==> src/hw/rsc_params.svh <==
// constants of the system reset controller
`ifndef RSC_PARAMS_SVH
`define RSC_PARAMS_SVH
`define RSC_OFF_CAUSE 8'h00
`define RSC_OFF_SWRST 8'h01
`define RSC_BIT_DEBUG 5
`define RSC_BIT_SOFT 4
`define RSC_BIT_WDOG 3
`define RSC_BIT_PIN 2
`define RSC_BIT_BOD 1
`define RSC_BIT_POR 0
`define RSC_BIT_TRIGGER 0
`define RSC_SWRST_RESET 8'h00
`define RSC_CAUSE_MASK 8'h3F
`define RSC_INIT_BASE 16
`define RSC_SUT_STEP 64
`define RSC_SCAN_CYCLES 256
`define RSC_FUSE_LOAD 8
`define RSC_CCP_WINDOW 4
`define RSC_KEY_IO_REGISTER_UNLOCK_KEY 8'hD8
`endif

==> src/hw/rsc_pkg.sv <==
// types of the system reset controller
package rsc_pkg;
    typedef enum logic [1:0] {
        RSC_HOLD,
        RSC_FUSE,
        RSC_INIT,
        RSC_RUN
    } rsc_state_t;

    typedef struct packed {
        logic [7:0] addr;
        logic [7:0] wdata;
        logic wr;
        logic rd;
    } rsc_bus_t;

    typedef struct packed {
        logic debug;
        logic watchdog;
        logic brownout;
        logic power_on;
    } rsc_req_t;

    typedef struct packed {
        logic general;
        logic brownout_cfg;
        logic debug_logic;
        logic fuse_reload;
    } rsc_domain_t;
endpackage

==> src/hw/rsc_sync.sv <==
// two flop synchroniser with an asynchronous preset
`timescale 1ns/1ps
module rsc_sync (
    input wire logic clk,
    input wire logic preset,
    input wire logic d,
    output logic q
);
    logic meta;
    // preset asserts at once, release leaves only through both flops
    always_ff @(posedge clk or posedge preset) begin
        if (preset) begin
            meta <= 1'b1;
            q <= 1'b1;
        end else begin
            meta <= d;
            q <= meta;
        end
    end
endmodule

==> src/hw/rsc_ctrl.sv <==
// system reset controller: sources, sequencer, cause flags, software reset
`timescale 1ns/1ps
`include "rsc_params.svh"

module rsc_ctrl (
    input wire logic clk,
    input wire logic sys_rst,
    input wire logic clk_en,
    input wire rsc_pkg::rsc_bus_t bus,
    output logic [7:0] rdata,
    input wire rsc_pkg::rsc_req_t req,
    input wire logic reset_pin_n,
    input wire logic reset_pin_fuse_config,
    input wire logic [2:0] startup_time_fuse,
    input wire logic boot_scan_select_fuse,
    input wire logic cpu_instr_done,
    output logic sys_reset,
    output rsc_pkg::rsc_domain_t domain_reset,
    output logic timer_pin_override,
    output logic fuse_load,
    output logic code_memory_scanner
);
    import rsc_pkg::*;

    localparam logic [15:0] INIT_BASE = 16'(`RSC_INIT_BASE);
    localparam logic [15:0] SUT_STEP = 16'(`RSC_SUT_STEP);
    localparam logic [15:0] SCAN_CYCLES = 16'(`RSC_SCAN_CYCLES);
    localparam logic [15:0] FUSE_LOAD = 16'(`RSC_FUSE_LOAD);
    localparam logic [2:0] CCP_WINDOW = 3'(`RSC_CCP_WINDOW);

    rsc_state_t state;
    logic [15:0] count;
    logic pin_level;
    logic por_sync;
    logic bod_sync;
    logic wdog_sync;
    logic debug_sync;
    logic soft_pending;
    logic [2:0] unlock_left;
    logic [7:0] cause_flags;
    logic por_since_boot;
    logic [5:0] latched_cause;
    logic any_source;
    logic por_now;
    logic unlocked;
    logic cause_wr;
    logic swrst_wr;
    logic key_wr;
    logic [15:0] next_init_len;

    // pin passes two flops before use; the preset is only the constant 0
    rsc_sync pin_sync (
        .clk(clk),
        .preset(1'b0),
        .d(reset_pin_n),
        .q(pin_level)
    );

    // detector requests are from other domains too: two flops each
    logic [1:0] por_ff, bod_ff, wdog_ff, debug_ff;
    always_ff @(posedge clk) begin
        por_ff <= {por_ff[0], req.power_on};
        bod_ff <= {bod_ff[0], req.brownout};
        wdog_ff <= {wdog_ff[0], req.watchdog};
        debug_ff <= {debug_ff[0], req.debug};
    end
    assign por_sync = por_ff[1];
    assign bod_sync = bod_ff[1];
    assign wdog_sync = wdog_ff[1];
    assign debug_sync = debug_ff[1];

    // power-on is never gated by clk_en or mode so it always reaches the sequencer
    assign por_now = por_sync | sys_rst;
    assign any_source = por_now | bod_sync | wdog_sync | debug_sync | soft_pending
        | (reset_pin_fuse_config & ~pin_level);

    assign cause_wr = bus.wr && bus.addr == `RSC_OFF_CAUSE;
    assign swrst_wr = bus.wr && bus.addr == `RSC_OFF_SWRST;
    assign key_wr = bus.wr && bus.wdata == `RSC_KEY_IO_REGISTER_UNLOCK_KEY && bus.addr != `RSC_OFF_SWRST;
    assign unlocked = unlock_left != 3'h0;

    // startup fuse and optional scan stretch the init phase
    assign next_init_len = 16'(INIT_BASE + SUT_STEP * 16'(startup_time_fuse)
        + (boot_scan_select_fuse ? SCAN_CYCLES : 16'h0000));

    // protection window counts instructions after the key
    always_ff @(posedge clk) begin
        if (por_now || state != RSC_RUN) begin
            unlock_left <= 3'h0;
        end else if (clk_en) begin
            if (key_wr) begin
                unlock_left <= CCP_WINDOW;
            end else if (swrst_wr) begin
                unlock_left <= 3'h0;
            end else if (cpu_instr_done && unlocked) begin
                unlock_left <= 3'(unlock_left - 3'h1);
            end
        end
    end

    // software trigger is held in soft_pending only until run is left; it always reads zero
    always_ff @(posedge clk) begin
        if (por_now) begin
            soft_pending <= 1'b0;
        end else if (state != RSC_RUN) begin
            soft_pending <= 1'b0;
        end else if (clk_en && swrst_wr && unlocked && bus.wdata[`RSC_BIT_TRIGGER]) begin
            soft_pending <= 1'b1;
        end
    end

    // sequencer: hold while any source, reload fuses, then initialise
    always_ff @(posedge clk) begin
        if (por_now) begin
            state <= RSC_HOLD;
            count <= 16'h0000;
        end else if (any_source) begin
            state <= RSC_HOLD;
            count <= 16'h0000;
        end else begin
            unique case (state)
                RSC_HOLD: begin
                    state <= RSC_FUSE;
                    count <= FUSE_LOAD;
                end
                RSC_FUSE: begin
                    if (count == 16'h0001) begin
                        state <= RSC_INIT;
                        count <= next_init_len;
                    end else begin
                        count <= 16'(count - 16'h0001);
                    end
                end
                RSC_INIT: begin
                    if (count <= 16'h0001) begin
                        state <= RSC_RUN;
                    end else begin
                        count <= 16'(count - 16'h0001);
                    end
                end
                RSC_RUN: begin
                    count <= 16'h0000;
                end
            endcase
        end
    end

    // causes seen during the hold are latched then kept until run;
    // the edge that leaves run must latch too, or a one-cycle soft request is lost
    always_ff @(posedge clk) begin
        if (por_now || (state == RSC_RUN && !any_source)) begin
            latched_cause <= 6'h00;
        end else begin
            latched_cause[`RSC_BIT_BOD] <= latched_cause[`RSC_BIT_BOD] | bod_sync;
            latched_cause[`RSC_BIT_PIN] <= latched_cause[`RSC_BIT_PIN]
                | (reset_pin_fuse_config & ~pin_level);
            latched_cause[`RSC_BIT_WDOG] <= latched_cause[`RSC_BIT_WDOG] | wdog_sync;
            latched_cause[`RSC_BIT_SOFT] <= latched_cause[`RSC_BIT_SOFT] | soft_pending;
            latched_cause[`RSC_BIT_DEBUG] <= latched_cause[`RSC_BIT_DEBUG] | debug_sync;
            latched_cause[`RSC_BIT_POR] <= 1'b0;
        end
    end

    // after power-on, other flags stay blocked until the first boot ends
    always_ff @(posedge clk) begin
        if (por_now) begin
            por_since_boot <= 1'b1;
        end else if (state == RSC_RUN) begin
            por_since_boot <= 1'b0;
        end
    end

    // flags: set in the last init cycle, write one clears; a set wins over a clear
    genvar gi;
    generate
        for (gi = 0; gi < 6; gi++) begin : g_flag
            always_ff @(posedge clk) begin
                if (por_now) begin
                    cause_flags[gi] <= (gi == `RSC_BIT_POR);
                end else if (state == RSC_INIT && count == 16'h0001 && !por_since_boot
                        && latched_cause[gi]) begin
                    cause_flags[gi] <= 1'b1;
                end else if (clk_en && cause_wr && bus.wdata[gi]) begin
                    cause_flags[gi] <= 1'b0;
                end
            end
        end
    endgenerate
    always_ff @(posedge clk) begin
        cause_flags[7:6] <= 2'b00;
    end

    // read data stand only in the cycle after the strobe
    always_ff @(posedge clk) begin
        if (sys_rst) begin
            rdata <= 8'h00;
        end else if (clk_en && bus.rd && bus.addr == `RSC_OFF_CAUSE) begin
            rdata <= cause_flags & `RSC_CAUSE_MASK;
        end else begin
            rdata <= `RSC_SWRST_RESET;
        end
    end

    // domain resets follow the kind of reset in progress
    always_ff @(posedge clk) begin
        if (por_now) begin
            sys_reset <= 1'b1;
            domain_reset <= '{general: 1'b1, brownout_cfg: 1'b1, debug_logic: 1'b1,
                fuse_reload: 1'b1};
            timer_pin_override <= 1'b0;
        end else begin
            sys_reset <= state != RSC_RUN || any_source;
            domain_reset.general <= state != RSC_RUN || any_source;
            domain_reset.brownout_cfg <= 1'b0;
            domain_reset.debug_logic <= bod_sync;
            domain_reset.fuse_reload <= state != RSC_RUN || any_source;
            timer_pin_override <= !por_since_boot;
        end
    end

    // fuse load strobe and boot scan request
    always_ff @(posedge clk) begin
        if (por_now) begin
            fuse_load <= 1'b0;
            code_memory_scanner <= 1'b0;
        end else begin
            fuse_load <= state == RSC_FUSE && !any_source;
            code_memory_scanner <= state == RSC_INIT && boot_scan_select_fuse;
        end
    end
endmodule

==> config.mk <==
export PLATFORM = sky130hd
export DESIGN_NAME = rsc_ctrl
export DESIGN_NICKNAME = d
export VERILOG_FILES = /design/src/hw/rsc_pkg.sv /design/src/hw/rsc_sync.sv /design/src/hw/rsc_ctrl.sv
export VERILOG_INCLUDE_DIRS = /design/src /design/src/hw
export SDC_FILE = /design/constraint.sdc
export NUM_CORES = 1
export LEC_CHECK = 0
export BUFFER_PORTS_ARGS = -buffer_cell sky130_fd_sc_hd__buf_4
export CORE_MARGIN = 2
export CORE_UTILIZATION = 54
export DETAILED_ROUTE_END_ITERATION = 8
export PLACE_DENSITY = 0.79
export SLEW_MARGIN = 5
export SYNTH_ARGS = -nofsm -noshare
export SYNTH_HDL_FRONTEND = slang
export SYNTH_HIERARCHICAL = 1
export SYNTH_SLANG_ARGS = --single-unit
export TNS_END_PERCENT = 10
==> constraint.sdc <==
create_clock -name clk -period 2.28 [get_ports clk]
set_clock_uncertainty 0.1 [all_clocks]
set_input_delay 0.456 -clock clk [delete_from_list [all_inputs] [get_ports clk]]
set_output_delay 0.456 -clock clk [all_outputs]
set_load 0.02 [all_outputs]
==> summary.md, run 1 <==
| Metric | Value |
|---|---|
| Run status | `completed` |
| Fraction of layout cells with a size suffix above 1 | `24.6%` |
| Row count | `24` |
| Sequential area share after synthesis | `47.8%` |
| Grt ovf | `0` |
| CTS Sinks | `56` |
| Final setup slack of the worst path | `221 ps` |
| Critical Path Sink Type | `flop` |
| Routability congestion estimate | `0.889` |
| Dpl cell area | `2810 µm²` |
| Final max-slew violation count | `0` |
| Crit start category | `flop` |
| DRC violations left | `0` |
| Ys Warns | `6` |
| Predominant post-synthesis flop cell | `dfxtp_1` |
| Clk buf depth | `2` |
| Post-route setup TNS | `0 ps` |
| Post-detail-place hpwl | `3660 µm` |
| Die Span Y | `70.3 µm` |
| WP data required | `2430 ps` |
| Setup Viol. Count Final | `0` |
| Pwr Density | `570 nW/µm²` |
| H-tree levels | `2` |
| Die area | `4940 µm²` |
| Synth area leaders | `dfxtp_1 46%, ha_1 5.8%, nand2_1 5.1%` |
| Worst-path clk slew | `100 ps` |
| Initial Util | `55.2%` |
| Area of the multi-input gates | `1160 µm²` |
| Worst vdd ir | `0.496 mV` |
| Final cell count without fillers | `365` |
| HP Class | `in -> reg` |
| Post-CTS setup buffers | `0` |
| Syn Area/Cell | `9.26 µm²` |
| Vias/cell | `5.32` |
| Cell count after synthesis | `256` |
| Worst-path fanout max | `7` |
| RSZ-0062 raised after global routing | `no` |
| Flop pwr share | `60.4%` |
| Period Utilization, post-route | `90.3%` |
| Max-cap violations | `0` |
| Leading area contributor after synthesis | `dfxtp_1` |
| Logic pwr share | `5.4%` |
| Layout fillers | `358` |
| Number of global-route vias before repair | `1859` |
| Leakage power | `1.29 nW` |
| Worst path arrival time | `2210 ps` |
| Area growth from synthesis to layout | `22.6%` |
| CTS tree | `built` |
| First-pass GRT wire length | `8120 µm` |
| Slew margin rel. | `64.8%` |
| Cell Count Post-Placement | `357` |
| Post-CTS Resized | `0` |
| Clock Latency Late Sink | `320 ps` |
| # diodes | `0` |
| Die span in x | `70.3 µm` |
| Net Sw Frac | `23.2%` |
| Post-synth ARST share | `3.57%` |
| Global-route usage over all layers | `20.7%` |
| First-pass DRT Iterations | `5` |
| Fmax | `486 MHz` |
| Crit Path Category | `reg -> reg` |
| Clock share of power | `34.2%` |
| Most frequent cells in the layout | `55 x buf_4, 54 x dfxtp_1, 32 x nand2_1, 21 x nor2_1` |
| Cell Int Power | `0.00127 W` |
| Antenna violations before repair | `0` |
| Final wirelength | `4700 µm` |
| Reg area | `1130 µm²` |
| Commonest non-fill, non-tap cell in the layout | `buf_4` |
| Final hold viol count | `0` |
| Pre-CTS WS | `222 ps` |
| Largest net degree at the start of global routing | `20` |
| Clk Tree Root Cell | `clkbuf_8` |
| Starting DRT DRC Count | `107` |
| Num CTS Buffers | `5` |
| DRT antenna net count | `0` |
| Core Footprint | `4290 µm²` |
| Via count | `1941` |
| Mapped cell area | `2370 µm²` |
| Number of synthesized flops with an enable pin | `0` |
| CTS hold repair buffers | `0` |
| Routed WL per cell | `12.9 µm` |
| Worst-Margin Slew | `524 ps` |
| Post-synth top area share | `45.6%` |
| Unique cell type count in the Yosys netlist | `52` |
| Final nets | `355` |
| Synthesized flop and latch total | `56` |
| Post-layout instance area | `2910 µm²` |
| Fin crit period | `2060 ps` |
| Port buffer count | `45` |
| Sw power | `0.000385 W` |
| Top-Level Pins | `48` |
kinds of logic after synthesis:
logic type	after synthesis	synth area share, %
other	1	0.158
multiplexers	1	0.475
AO/OA/AOI/OAI	43	12.2
XOR/XNOR	4	1.48
adder cells (fa/ha/maj)	11	5.80
flip-flops	56	47.8
buffers and inverters	19	3.64
AND/OR/NAND/NOR	121	28.4
state kept, by name, indices dropped and copies added, names as in the netlist, 2 cells and up:
signal and flops:
rdata 6, por_ff 2, wdog_ff 2, debug_ff 2, count 16, bod_ff 2
latched_cause 5, state 2, cause_flags 6, unlock_left 3, domain_reset 3
Yosys cell counts, drive strengths merged (6+ instances only):
library cell and count:
nor2 21, nor4 7, or4 7, and2 9, o21a 6, dfxtp 54
nand3 10, inv 11, o21ai 9, nand2 33, a21oi 10, ha 11
power by group through the flow:
stage / sequential, W / clock [W] / combinational, W
finish: 0.00100 / 0.000566 / 0.0000901
global route: 0.00100 / 0.000618 / 0.0000992
CTS: 0.00100 / 0.000586 / 0.0000904
detailed placement: 0.00102 / 0 / 0.0000902
global placement: 0.00102 / 0 / 0.0000881
floorplan: 0.00102 / 0 / 0.0000353
worst paths after layout:
path	startpoint	to	slack, ps	depth (start not counted)
min reg2reg	bod_ff[0]$_DFF_P_	bod_ff[1]$_DFF_P_	240	0
max reg2reg	count[0]$_SDFFE_PP0P_	count[11]$_SDFFE_PP0P_	220	6
max	count[0]$_SDFFE_PP0P_	count[11]$_SDFFE_PP0P_	220	6
min	req[1]	bod_ff[0]$_DFF_P_	130	1
final cells by class:
cell class / instances / area share, %
well taps: 52 / 2.24
inverters: 11 / 1.42
clock inverters: 3 / 0.947
repair buffers: 55 / 14.2
clock buffers: 5 / 2.37
multi-input cells: 183 / 39.8
flip-flops and latches: 56 / 39.0
critical path, stage by stage (launching register included):
cell     delay (ps)
dfxtp_1         370
nor4_1          310
buf_4           180
nand2_2          50
or4_1           440
or4_1           480
o21ai_1          80
routing by layer:
layer	track usage, %	up-vias	share of wire (%)
met1	27.3	884	50
met3	4.76	7	4.5
li1	-	1009	-
met4	8.76	0	1.7
met5	0	-	0
met2	32.7	41	44
metrics by stage:
step	util, %	power (W)	hold slack (ps)
after floorplan	-	0.00106	210
after global placement	65.5	0.00111	210
after detailed placement	65.5	0.00111	212
after CTS	67.7	0.00168	121
after global routing	67.7	0.00172	116
final	67.7	0.00166	133
Note: power is estimated with default switching activity, not from simulation.
==> run 2, diff against run 1 <==
--- a/config.mk
+++ b/config.mk
@@ -6,9 +6,10 @@
 export SDC_FILE = /design/constraint.sdc
 export NUM_CORES = 1
 export LEC_CHECK = 0
+export ABC_AREA = 1
 export BUFFER_PORTS_ARGS = -buffer_cell sky130_fd_sc_hd__buf_4
 export CORE_MARGIN = 2
-export CORE_UTILIZATION = 54
+export CORE_UTILIZATION = 55
 export DETAILED_ROUTE_END_ITERATION = 8
 export PLACE_DENSITY = 0.79
 export SLEW_MARGIN = 5
==> run 2 against run 1 <==
Wire length up 7.5%. Worst hold slack improved by 3.0 ps. Critical endpoint is now count[4]$_SDFFE_PP0P_. Power shrank 1.4%. Combinational power grew 4.7%. Clock power shrank 4.8%.
==> summary.md, run 2 <==
| Metric | Value |
|---|---|
| Final setup slack of the worst path | `462 ps (was 221 ps)` |
| Die Span Y | `73.3 µm (was 70.3 µm)` |
| Cell Int Power | `0.00126 W (was 0.00127 W)` |
| Crit path cell chain | `inv_1 -> ha_1 -> nand2_2 -> a21oi_2 -> nand3_2 -> nand2_1 -> inv_1 -> o21ai_0 -> nor2_1 (was nor4_1 -> buf_4 -> nand2_2 -> or4_1 -> or4_1 -> o21ai_1)` |
| Post-synth ARST share | `3.57% (unchanged)` |
| CTS tree | `built (unchanged)` |
| Max reg flops | `16 (unchanged)` |
| Logic pwr share | `5.8% (was 5.4%)` |
| Post-detail-place hpwl | `3950 µm (was 3660 µm)` |
| Number of synthesized flops with an enable pin | `0 (unchanged)` |
| Starting DRT DRC Count | `98 (was 107)` |
| Commonest non-fill, non-tap cell in the layout | `nand2_1 (was buf_4)` |
| Sw power | `0.000371 W (was 0.000385 W)` |
| Antenna violations before repair | `0 (unchanged)` |
| Core Footprint | `4660 µm² (was 4290 µm²)` |
| Port buffer count | `45 (unchanged)` |
| Post-synth top area share | `41.0% (was 45.6%)` |
| Ys Warns | `6 (unchanged)` |
| Net Sw Frac | `22.7% (was 23.2%)` |
| Post-CTS setup buffers | `0 (unchanged)` |
| Clock share of power | `33.0% (was 34.2%)` |
| Largest net degree at the start of global routing | `18 (was 20)` |
| Run status | `completed (unchanged)` |
| Cell count after synthesis | `348 (was 256)` |
| Clk Tree Root Cell | `clkbuf_8 (unchanged)` |
| Post-CTS Resized | `0 (unchanged)` |
| Pwr Density | `530 nW/µm² (was 570 nW/µm²)` |
| RSZ-0062 raised after global routing | `no (unchanged)` |
| DRC violations left | `0 (unchanged)` |
| Max-cap violations | `0 (unchanged)` |
| Final wirelength | `5050 µm (was 4700 µm)` |
| Pre-CTS WS | `398 ps (was 222 ps)` |
| Flop pwr share | `61.3% (was 60.4%)` |
| M2 GR Usage | `31.2% (was 32.7%)` |
| Worst path arrival time | `1930 ps (was 2210 ps)` |
| Largest registers | `count x16, cause_flags x6, rdata x6 (unchanged)` |
| Sequential area share after synthesis | `43.0% (was 47.8%)` |
| Slowest CP cell | `dfxtp_1 (was or4_1)` |
| CP delay by family, top | `simple AND/OR/NAND/NOR gates (unchanged)` |
| Mapped cell area | `2640 µm² (was 2370 µm²)` |
| Period Utilization, post-route | `79.7% (was 90.3%)` |
| Synthesized flop and latch total | `56 (unchanged)` |
| Number of global-route vias before repair | `1961 (was 1859)` |
| Crit path buf inv count | `2 (was 1)` |
| Via count | `2198 (was 1941)` |
| CTS Sinks | `56 (unchanged)` |
| Top-Level Pins | `48 (unchanged)` |
| Worst-Margin Slew | `623 ps (was 524 ps)` |
| Vias/cell | `4.87 (was 5.32)` |
| Crit-path max cell delay | `330 ps (was 480 ps)` |
| Initial Util | `56.6% (was 55.2%)` |
| Leading area contributor after synthesis | `dfxtp_1 (unchanged)` |
| Crit-path most repeated cell | `inv_1 (was or4_1)` |
| Num CTS Buffers | `5 (unchanged)` |
| Most frequent cells in the layout | `73 x nand2_1, 54 x dfxtp_1, 52 x inv_1, 52 x nor2_1, 45 x buf_4 (was 55 x buf_4, 54 x dfxtp_1, 32 x nand2_1, 21 x nor2_1)` |
| # diodes | `0 (unchanged)` |
| Busiest grt layer | `met2 (unchanged)` |
| Slew margin rel. | `58.2% (was 64.8%)` |
| Unique cell type count in the Yosys netlist | `35 (was 52)` |
| Area growth from synthesis to layout | `17.0% (was 22.6%)` |
| Die span in x | `73.3 µm (was 70.3 µm)` |
| Fin crit period | `1820 ps (was 2060 ps)` |
| Routed WL per cell | `11.2 µm (was 12.9 µm)` |
| Grt ovf | `0 (unchanged)` |
| Leakage power | `1.45 nW (was 1.29 nW)` |
| Clock Latency Late Sink | `320 ps (about the same)` |
| Fmax | `550 MHz (was 486 MHz)` |
| Die area | `5370 µm² (was 4940 µm²)` |
| Final hold viol count | `0 (unchanged)` |
| First-pass DRT Iterations | `4 (was 5)` |
| Final nets | `439 (was 355)` |
| Fraction of layout cells with a size suffix above 1 | `20.4% (was 24.6%)` |
| Crit start category | `flop (unchanged)` |
| Syn Area/Cell | `7.58 µm² (was 9.26 µm²)` |
| Global-route usage over all layers | `20.3% (was 20.7%)` |
| Largest Register | `count (unchanged)` |
| Worst-path fanout max | `13 (was 7)` |
| Worst-path clk slew | `90 ps (was 100 ps)` |
| Final max-slew violation count | `0 (unchanged)` |
| Predominant post-synthesis flop cell | `dfxtp_1 (unchanged)` |
| Grt met3 use | `4.94% (was 4.76%)` |
| DRT antenna net count | `0 (unchanged)` |
| Worst vdd ir | `0.448 mV (was 0.496 mV)` |
| Most common cell in the synthesized netlist | `nand2_1 (was dfxtp_1)` |
| Global Route met1 Usage | `27.4% (was 27.3%)` |
| Row count | `25 (was 24)` |
| Routability congestion estimate | `0.815 (was 0.889)` |
| Reg2Reg Setup Slack | `460 ps (was 220 ps)` |
| Crit Path Category | `reg -> reg (unchanged)` |
| Clk buf depth | `2 (unchanged)` |
| Critical Path Sink Type | `flop (unchanged)` |
| H-tree levels | `2 (unchanged)` |
| CTS hold repair buffers | `0 (unchanged)` |
| Setup Viol. Count Final | `0 (unchanged)` |
| Commonest cells in the netlist | `73 x nand2_1, 54 x dfxtp_1, 52 x inv_1, 52 x nor2_1, 27 x nand3_1 (was 54 x dfxtp_1, 32 x nand2_1, 21 x nor2_1)` |
| HP Class | `in -> reg (unchanged)` |
| Synth area leaders | `dfxtp_1 41%, nand2_1 10%, inv_1 7.4% (was dfxtp_1 46%, ha_1 5.8%, nand2_1 5.1%)` |
| Final Util | `66.2% (was 67.7%)` |
| First-pass GRT wire length | `8430 µm (was 8120 µm)` |
| Post-route setup TNS | `0 ps (unchanged)` |
| WP data required | `2390 ps (was 2430 ps)` |
==> run 2: changes by cell type after synthesis, sizes merged, moves of 4 or more <==
cell | before | now
nand3 | 10 | 28
or4 | 7 | 0
clkbuf | 4 | 0
and2 | 9 | 0
o21a | 6 | 1
or3 | 4 | 0
a2bb2oi | 4 | 0
nand2 | 33 | 84
a21oi | 10 | 16
inv | 11 | 53
nor4b | 4 | 0
nor4 | 7 | 3
nor2 | 21 | 60
==> run 2: power groups by stage <==
stage	sequential, W	combinational [W]	clock (W)
floorplan	0.00102	0.0000405	0
global placement	0.00102	0.0000921	0
detailed placement	0.00102	0.0000940	0
CTS	0.00100	0.0000942	0.000552
global route	0.00100	0.000105	0.000590
finish	0.00100	0.0000943	0.000539
==> run 2: stage by stage <==
step           cells  total power (W)  area (µm²)  hold WS [ps]
2_1_floorplan    350          0.00106        2650           210
3_3_place_gp     443          0.00112        3000           212
3_5_place_dp     443          0.00112        3000           212
4_1_cts          451          0.00165        3090           130
5_1_grt          451          0.00170        3090           121
6_report         451          0.00163        3090           136
==> run 2: path summary, 6_finish.rpt <==
path                         start               endpoint  cells after the start
max reg2reg  count[0]$_SDFFE_PP0P_  count[4]$_SDFFE_PP0P_                      9
min reg2reg    debug_ff[0]$_DFF_P_    debug_ff[1]$_DFF_P_                      0
max          count[0]$_SDFFE_PP0P_  count[4]$_SDFFE_PP0P_                      9
min                         req[2]     wdog_ff[0]$_DFF_P_                      1
==> run 2: logic make-up after synthesis <==
| logic type | count (synthesis) | share of synthesized area (%) |
|---|---|---|
| AND/OR/NAND/NOR | 188 | 34.3 |
| XOR/XNOR | 6 | 1.99 |
| other | 1 | 0.142 |
| buffers and inverters | 60 | 9.68 |
| AO/OA/AOI/OAI | 26 | 5.69 |
| adder cells (fa/ha/maj) | 11 | 5.22 |
| flip-flops | 56 | 43.0 |
==> run 2: area by class of cell <==
| type | instances | area (µm²) |
|---|---|---|
| tap | 54 | 67.6 |
| clock buffer | 6 | 72.6 |
| fill | 419 | 1570 |
| multi-input combinational | 234 | 1260 |
| inverter | 54 | 203 |
| timing repair buffer | 45 | 338 |
| sequential | 56 | 1130 |
| clock inverter | 2 | 16.3 |
==> run 2: per-layer routing <==
layer | wire, µm | vias to the layer above
met3 | 210 | 9
met1 | 2430 | 983
met4 | 97 | 0
li1 | - | 1166
met2 | 2310 | 40
met5 | 0 | -
